===== config.mk =====
export PLATFORM = sky130hd
export DESIGN_NAME = pwg_write_guard
export DESIGN_NICKNAME = d
export VERILOG_FILES = /design/src/core/pwg_write_guard.v
export VERILOG_INCLUDE_DIRS = /design/src /design/src/pkg
export SDC_FILE = /design/constraint.sdc
export NUM_CORES = 1
export LEC_CHECK = 0
export BUFFER_PORTS_ARGS = -buffer_cell sky130_fd_sc_hd__buf_2
export CORE_AREA = 2 2 125 127
export CTS_CLUSTER_SIZE = 16
export DETAILED_ROUTE_END_ITERATION = 10
export DIE_AREA = 0 0 127 129
export GPL_TIMING_DRIVEN = 0
export MAX_ROUTING_LAYER = met4
export PLACE_DENSITY_LB_ADDON = 0.1
export SETUP_SLACK_MARGIN = 0.05
export SKIP_LAST_GASP = 1
export SLEW_MARGIN = 0
export SYNTH_ARGS = -nofsm -noshare
export SYNTH_HDL_FRONTEND = slang
export SYNTH_SLANG_ARGS = --single-unit

===== constraint.sdc =====
create_clock -name ref_clk -period 4.7 [get_ports ref_clk]
set_clock_uncertainty 0.15 [all_clocks]
set_input_delay 0.94 -clock ref_clk [delete_from_list [all_inputs] [get_ports ref_clk]]
set_output_delay 0.94 -clock ref_clk [all_outputs]
set_load 0.01 [all_outputs]

===== src/pkg/pwg_regs.vh =====
// Command codes, field positions, reset values and timing for the write guard block.
// Assumes a 50 MHz logic clock; included by the single core file.
`ifndef PWG_REGS_VH
`define PWG_REGS_VH
`define PWG_CMD_OPERATION 8'h01
`define PWG_CMD_ON_OFF_CONFIG 8'h02
`define PWG_CMD_WRITE_GUARD 8'h10
`define PWG_CMD_STORE_ALL 8'h11
`define PWG_CMD_RESTORE_ALL 8'h12
`define PWG_CMD_FEATURE_REPORT 8'h19
`define PWG_CMD_ALERT_MASK 8'h1b
`define PWG_CMD_VOUT_COMMAND 8'h21
`define PWG_CMD_STATUS_BYTE 8'h78
`define PWG_CMD_STATUS_WORD 8'h79
`define PWG_CMD_STATUS_VOUT 8'h7a
`define PWG_CMD_STATUS_IOUT 8'h7b
`define PWG_CMD_STATUS_INPUT 8'h7c
`define PWG_CMD_STATUS_TEMP 8'h7d
`define PWG_CMD_STATUS_CML 8'h7e
`define PWG_CMD_STATUS_MFR 8'h80
`define PWG_GUARD_LVL1 8'h20
`define PWG_GUARD_LVL2 8'h40
`define PWG_GUARD_LVL3 8'h80
`define PWG_GUARD_MASK 8'he0
`define PWG_GUARD_RESET 8'h00
`define PWG_FEATURE_VALUE 8'hb0
`define PWG_MASK_RESET 8'h00
`define PWG_BUSY_MS 100
`define PWG_CLK_KHZ 50000
`define PWG_BUSY_CYCLES (`PWG_BUSY_MS * `PWG_CLK_KHZ)
`endif


===== src/core/pwg_write_guard.v =====
// Write guard, store/restore sequencing, feature byte and alert-mask entry point.
// Assumes a bus front end that decodes commands into one-cycle strobes on ref_clk,
// and an EEPROM engine that answers each store or restore with a done pulse.
// The switching level is assumed to come from logic already on ref_clk.
`timescale 1ns/100ps
`include "pwg_regs.vh"
module pwg_write_guard #(
  parameter BUSY_CYCLES = `PWG_BUSY_CYCLES,
  parameter NUM_STATUS = 7
) (
  input wire ref_clk,
  input wire rst,
  input wire wr_strobe,
  input wire [7:0] wr_cmd,
  input wire [7:0] wr_data,
  input wire [7:0] wr_mask_code,
  input wire rd_strobe,
  input wire [7:0] rd_cmd,
  input wire [7:0] rd_mask_code,
  input wire [7:0] ee_guard_value,
  input wire ee_done,
  input wire ee_fail,
  input wire switching,
  input wire [8*NUM_STATUS-1:0] status_conditions,
  output reg [7:0] rd_data,
  output reg rd_valid,
  output reg wr_accept,
  output reg wr_block,
  output reg bus_nack,
  output reg bus_busy,
  output reg ee_store_req,
  output reg ee_restore_req,
  output reg [2:0] restore_allow,
  output reg fault_ignore,
  output reg restart_req,
  output reg [7:0] write_guard_level,
  output reg cml_flag,
  output reg mem_flag,
  output reg ivd_flag,
  output reg alert
);
// ===============================================
// Guard decode
localparam [1:0] ST_IDLE = 2'd0;
localparam [1:0] ST_STORE = 2'd1;
localparam [1:0] ST_RESTORE = 2'd2;
localparam [1:0] ST_HOLD = 2'd3;
localparam [31:0] BUSY_MAX = BUSY_CYCLES - 1;
reg [1:0] state;
reg [31:0] busy_cnt;
reg [7:0] mask_mem [0:NUM_STATUS-1];
reg [2:0] wr_idx;
reg wr_idx_ok;
reg [2:0] rd_idx;
reg rd_idx_ok;
reg guard_ok;
reg permit;
reg [7:0] masked_hits;
integer i;
integer k;
reg [1:0] next_state;
reg [31:0] next_busy_cnt;
wire [7:0] guard_bits = write_guard_level & `PWG_GUARD_MASK;
// ===============================================
// Request qualification
// While the sequencer is away from idle the bus is deaf, so no read or write below is taken.
wire rd_go = rd_strobe && (state == ST_IDLE);
wire wr_go = wr_strobe && (state == ST_IDLE);
wire wr_take = wr_go && permit;
wire wr_is_guard = wr_take && (wr_cmd == `PWG_CMD_WRITE_GUARD);
wire wr_is_store = wr_take && (wr_cmd == `PWG_CMD_STORE_ALL);
wire wr_is_restore = wr_take && (wr_cmd == `PWG_CMD_RESTORE_ALL);
wire wr_is_mask = wr_take && (wr_cmd == `PWG_CMD_ALERT_MASK);
wire ee_finish = ee_done && ((state == ST_STORE) || (state == ST_RESTORE));
// A guard byte with two or more of its three level bits set is invalid.
wire guard_multi = (wr_data[7] & wr_data[6]) | (wr_data[7] & wr_data[5]) |
  (wr_data[6] & wr_data[5]);
function [3:0] status_index;
  input [7:0] code;
  begin
    case (code)
      `PWG_CMD_STATUS_WORD: status_index = 4'h8;
      `PWG_CMD_STATUS_VOUT: status_index = 4'h9;
      `PWG_CMD_STATUS_IOUT: status_index = 4'ha;
      `PWG_CMD_STATUS_INPUT: status_index = 4'hb;
      `PWG_CMD_STATUS_TEMP: status_index = 4'hc;
      `PWG_CMD_STATUS_CML: status_index = 4'hd;
      `PWG_CMD_STATUS_MFR: status_index = 4'he;
      default: status_index = 4'h0;
    endcase
  end
endfunction
always @* begin
  // Invalid multi-bit settings fall back to no protection, so all writes pass.
  guard_ok = (guard_bits == 8'h00) || (guard_bits == `PWG_GUARD_LVL1) ||
    (guard_bits == `PWG_GUARD_LVL2) || (guard_bits == `PWG_GUARD_LVL3);
  permit = 1'b1;
  if (guard_ok && guard_bits == `PWG_GUARD_LVL3) begin
    permit = (wr_cmd == `PWG_CMD_WRITE_GUARD);
  end else if (guard_ok && guard_bits == `PWG_GUARD_LVL2) begin
    permit = (wr_cmd == `PWG_CMD_WRITE_GUARD) || (wr_cmd == `PWG_CMD_OPERATION);
  end else if (guard_ok && guard_bits == `PWG_GUARD_LVL1) begin
    permit = (wr_cmd == `PWG_CMD_WRITE_GUARD) || (wr_cmd == `PWG_CMD_OPERATION) ||
      (wr_cmd == `PWG_CMD_ON_OFF_CONFIG) || (wr_cmd == `PWG_CMD_VOUT_COMMAND);
  end
  // Restore permission per group: {vout+onoff, operation, guard}; others need level 0.
  restore_allow = 3'b111;
  if (guard_ok && guard_bits != 8'h00) begin
    restore_allow = {guard_bits == `PWG_GUARD_LVL1,
      guard_bits != `PWG_GUARD_LVL3, 1'b1};
  end
  {wr_idx_ok, wr_idx} = status_index(wr_mask_code);
  {rd_idx_ok, rd_idx} = status_index(rd_mask_code);
  masked_hits = 8'h00;
  for (i = 0; i < NUM_STATUS; i = i + 1) begin
    masked_hits[i] = |(status_conditions[8*i +: 8] & ~mask_mem[i]);
  end
end
// ===============================================
// Sequencer next state
always @* begin
  next_state = state;
  next_busy_cnt = busy_cnt;
  case (state)
    ST_IDLE: begin
      // Only an accepted store or restore leaves idle; a blocked one changes nothing.
      if (wr_is_store) begin
        next_state = ST_STORE;
      end else if (wr_is_restore) begin
        next_state = ST_RESTORE;
      end
    end
    ST_STORE, ST_RESTORE: begin
      if (ee_done) begin
        next_busy_cnt = 32'h0;
        next_state = ST_HOLD;
      end
    end
    ST_HOLD: begin
      // The quiet time counts from the end of the EEPROM work, not from the command.
      if (busy_cnt >= BUSY_MAX) begin
        next_state = ST_IDLE;
      end else begin
        next_busy_cnt = busy_cnt + 32'h1;
      end
    end
    default: begin
      next_state = ST_IDLE;
      next_busy_cnt = 32'h0;
    end
  endcase
end
// ===============================================
// Sequencer state
always @(posedge ref_clk or posedge rst) begin
  if (rst) begin
    state <= ST_IDLE;
    busy_cnt <= 32'h0;
  end else begin
    // The counter is cleared when ee_done ends a store or restore and counts up in the hold state; elsewhere it keeps its last value.
    state <= next_state;
    busy_cnt <= next_busy_cnt;
  end
end
// ===============================================
// Write answers
always @(posedge ref_clk or posedge rst) begin
  if (rst) begin
    wr_accept <= 1'b0;
    wr_block <= 1'b0;
  end else begin
    // A refused write only answers with wr_block; nothing it names is touched.
    wr_accept <= wr_take;
    wr_block <= wr_go && !permit;
  end
end
// ===============================================
// EEPROM requests
always @(posedge ref_clk or posedge rst) begin
  if (rst) begin
    ee_store_req <= 1'b0;
    ee_restore_req <= 1'b0;
    restart_req <= 1'b0;
    bus_nack <= 1'b0;
  end else begin
    // A restore while switching asks the power stage for a restart.
    ee_store_req <= wr_is_store;
    ee_restore_req <= wr_is_restore;
    restart_req <= wr_is_restore && switching;
    bus_nack <= ee_finish && ee_fail;
  end
end
// ===============================================
// Fault masking during a store
always @(posedge ref_clk or posedge rst) begin
  if (rst) begin
    fault_ignore <= 1'b0;
  end else if (wr_is_store) begin
    // Samples switching at the store command so that a converter idle then never masks its faults.
    fault_ignore <= switching;
  end else if (ee_finish) begin
    fault_ignore <= 1'b0;
  end
end
// ===============================================
// Guard register
always @(posedge ref_clk or posedge rst) begin
  if (rst) begin
    write_guard_level <= `PWG_GUARD_RESET;
  end else if (wr_is_guard) begin
    write_guard_level <= wr_data;
  end else if (ee_finish && (state == ST_RESTORE) && !ee_fail) begin
    // The stored image includes the guard byte; a restore that does not fail reloads it too.
    write_guard_level <= ee_guard_value;
  end
end
// ===============================================
// Sticky error flags
always @(posedge ref_clk or posedge rst) begin
  if (rst) begin
    cml_flag <= 1'b0;
    mem_flag <= 1'b0;
    ivd_flag <= 1'b0;
  end else begin
    // Only reset clears the flags; no bus command clears them once they are set.
    if (wr_is_guard && guard_multi) begin
      cml_flag <= 1'b1;
    end
    if (wr_is_mask && !wr_idx_ok) begin
      cml_flag <= 1'b1;
      ivd_flag <= 1'b1;
    end
    if (ee_finish && ee_fail) begin
      cml_flag <= 1'b1;
      mem_flag <= 1'b1;
    end
  end
end
// ===============================================
// Alert mask store
always @(posedge ref_clk or posedge rst) begin
  if (rst) begin
    for (k = 0; k < NUM_STATUS; k = k + 1) begin
      mask_mem[k] <= `PWG_MASK_RESET;
    end
  end else if (wr_is_mask && wr_idx_ok) begin
    // Codes outside the supported list never reach the array; they only raise flags.
    mask_mem[wr_idx] <= wr_data;
  end
end
// ===============================================
// Read path
always @(posedge ref_clk or posedge rst) begin
  if (rst) begin
    rd_valid <= 1'b0;
    rd_data <= 8'h00;
  end else begin
    // Reads are never gated by the guard level; only bus busy time silences them.
    rd_valid <= rd_go;
    if (rd_go) begin
      case (rd_cmd)
        `PWG_CMD_WRITE_GUARD: begin
          rd_data <= write_guard_level;
        end
        `PWG_CMD_FEATURE_REPORT: begin
          rd_data <= `PWG_FEATURE_VALUE;
        end
        `PWG_CMD_ALERT_MASK: begin
          rd_data <= rd_idx_ok ? mask_mem[rd_idx] : 8'h00;
        end
        default: begin
          rd_data <= 8'h00;
        end
      endcase
    end
  end
end
// ===============================================
// Busy and alert outputs
always @* begin
  bus_busy = (state != ST_IDLE);
  alert = cml_flag || (|masked_hits);
end
endmodule // pwg_write_guard


==> results.md <==
* WL met3 at 1130 um
* Grt total ovfl at 0
* Final setup fails at 0
* Drt first pass iters at 6
* Finished Layout Cells at 1,045
* Cell area power density at 304 mW/mm^2
* DIE HEIGHT at 129 um
* Initial antenna violation count at 0
* Gr usage total at 26.0%
* Relative slew margins at 29.3%
* Largest net degree at the start of global routing at 70
* Syn Area/Cell at 9.46 um^2
* Number of synthesized flops with an enable pin at 0
* Worst-Skew Late Latency at 410 ps
* Hold WC Path Type: reg -> reg
* Post-DP HPWL at 15,200 um
* Initial cell density of the core at 43.3%
* CTS Buf Count at 17
* FFs w/ async S/R, synth at 100%
* DR vias at 6,021
* Sw power at 0.590 mW
* Sink Count at 117
* RSZ-0062 raised after global routing: no
* Worst r2r src: state[1]
* Worst Path Required at 3610 ps
* Max incr delay on CP at 570 ps
* Layout net count at 960
* Pwr Total at 2.44 mW
* Crit. End Element: output pin
* Pleak at 3.91 nW
* Cts repair resizes at 0
* Port buffer count at 138
* Longest Clk Path Bufs at 2
* Wl on met1 at 8230 um
* DRT antenna net count at 0
* CTS tree: built
* Flops & latches, synth at 117
* Final hold vios at 0
* Clock-pin slew on the worst setup and hold paths at 60 ps
* Tmin final at 3660 ps
* Fin area at 0.00804 mm^2
* Clk pwr share at 53.1%
* Final Core Density at 53.7%
* Placed cell count at 1,013
* CP top delay family: simple AND/OR/NAND/NOR gates
* Worst Max-Slew Pin Slew at 1060 ps
* CTS hold repair buffers at 0
* Ant diodes at 0
* Wire length on met2 at 10,200 um
* Avg WL per Cell at 19.1 um
* Comb pwr share at 5.7%
* Via-to-Cell Ratio at 5.76
* CP Cell Sequence: buf_2, inv_1, o22ai_1, a2111oi_0, nand3_1, or4_1, buf_2
* Net count after synthesis at 802
* Sequential share of the synthesized area at 45.1%
* Worst-path fanout max at 1
* Number of global-route vias before repair at 5,984
* Fmax at 0.273 GHz
* Die X at 127 um
* MaxCap Viol Count at 0
* Synth top area share at 45.1%
* Post-CTS Setup Inserts at 0
* Final setup TNS at 0 ps
* Yosys warns at 0
* CP max-delay cell: or4_1
* Crit share post-route at 77.9%
* Switching share of power at 24.1%
* Synth area leader: dfrtp_1
* Post-synth cell types at 59
* Hold_sp: mem_flag
* Worst setup path class: in -> out
* Reg power frac at 41.2%
* H-tree depth at 4
* Gpl congestion at 0.987
* Rows at 45
* Synth area leaders: dfrtp_1, mux2_2, inv_1
* CP arrival at 2570 ps
* Max VDD drop at 251 uV
* Synth-to-Final Area Change at 24.0%
* Critical Path Start: status_conditions[42]
* Share of post-route cells with drive strength above 1 at 28.1%
* First-pass GRT wire length at 31,500 um
* WP buf/inv at 3
* Routed WL at 20,000 um
* Int Pwr at 1.85 mW
* Most common cell in the netlist: dfrtp_1
* Post-synth top flop: dfrtp_1
* Die ar. at 0.0164 mm^2
* Max-slew violations at 0
* # IOs at 143
* Synth Cell Area at 0.00649 mm^2
* Cells after Synth at 686
* Initial DRC count at 470
* Setup crit start kind: input port
* Dpl cell area at 0.00744 mm^2
* Clk root buf: clkbuf_16
* Top routing layer in use: met4
* Total core area at 0.0150 mm^2
* Synth cell count leaders: dfrtp_1, inv_1, mux2_2
* Most common cell on crit path: buf_2
* Residual DRC at 0
* Status: completed
## cell families after synthesis
logic type / synth area share, %
multiplexers: 11.3
adder cells (fa/ha/maj): 0.965
XOR/XNOR: 1.62
flip-flops: 45.1
buffers and inverters: 5.75
AND/OR/NAND/NOR: 17.1
other: 0.0578
AO/OA/AOI/OAI: 18.1
## layout make-up
type / count / area [um^2]
buffer: 28 / 114
clock buffer: 17 / 425
clock inverter: 15 / 171
fill: 1402 / 6940
inverter: 69 / 264
multi-input combinational: 472 / 3190
sequential: 117 / 2930
tap: 188 / 235
timing repair buffer: 139 / 718
## registers in the layout (all words and copies together) (netlist names)
name               count
ee_restore_req         1
ee_store_req           1
write_guard_level      8
restart_req            1
busy_cnt              32
mem_flag               1
wr_block               1
wr_accept              1
fault_ignore           1
rd_valid               1
ivd_flag               1
cml_flag               1
rd_data                8
mask_mem              56
state                  2
bus_nack               1
## power by group through the flow
stage | clock (mW) | sequential, mW | combinational, mW
floorplan | 0 | 1.03 | 0.0546
global placement | 0 | 1.03 | 0.132
detailed placement | 0 | 1.03 | 0.138
CTS | 1.32 | 1.01 | 0.139
global route | 1.38 | 1.01 | 0.154
finish | 1.30 | 1.01 | 0.139
## stage by stage
stage | hold slack [ps] | setup slack (ps)
after floorplan | 305 | 509
final | 326 | 1040
after global placement | 300 | -851
after detailed placement | 314 | 902
after CTS | 328 | 1040
after global routing | 341 | 975
## routing by layer
metal | up-vias | GRT usage [%]
li1 | 2822 | -
met3 | 37 | 5.11
met5 | - | -
met1 | 2942 | 30.9
met2 | 220 | 44.8
met4 | 0 | 8.34
## worst paths after layout
kind	end	slack (ps)	cells past startpoint
worst max-delay path	alert	1040	7
worst min-delay path	mem_flag	330	1
worst max register to register	busy_cnt[21]	1480	9
worst min register to register	mem_flag	330	1
max in group asynchronous	write_guard_level[4]	3310	3
min in group asynchronous	mask_mem[15]	400	2
## cells in the final DEF, fill, tap and decap left out, drive strengths merged, types with 3 or more instances in the layout
master  count
buf       150
dfrtp     117
inv        74
mux2       56
nor2       55
a21oi      43
nand2      39
clkbuf     34
o22ai      25
o21ai      25
nand3      19
a221oi     18
nor3       14
o31ai      14
and3       12
nor4       12
nand2b     11
xnor2      11
nand4      10
mux2i      10
a211oi     10
and2        9
or3         8
or4         8
a21boi      6
a21o        6
clkinv      6
a31oi       5
a22oi       5
ha          5
nor3b       4
a211o       3
nor2b       3
nor4b       3
(Power assumes the default switching activity.)
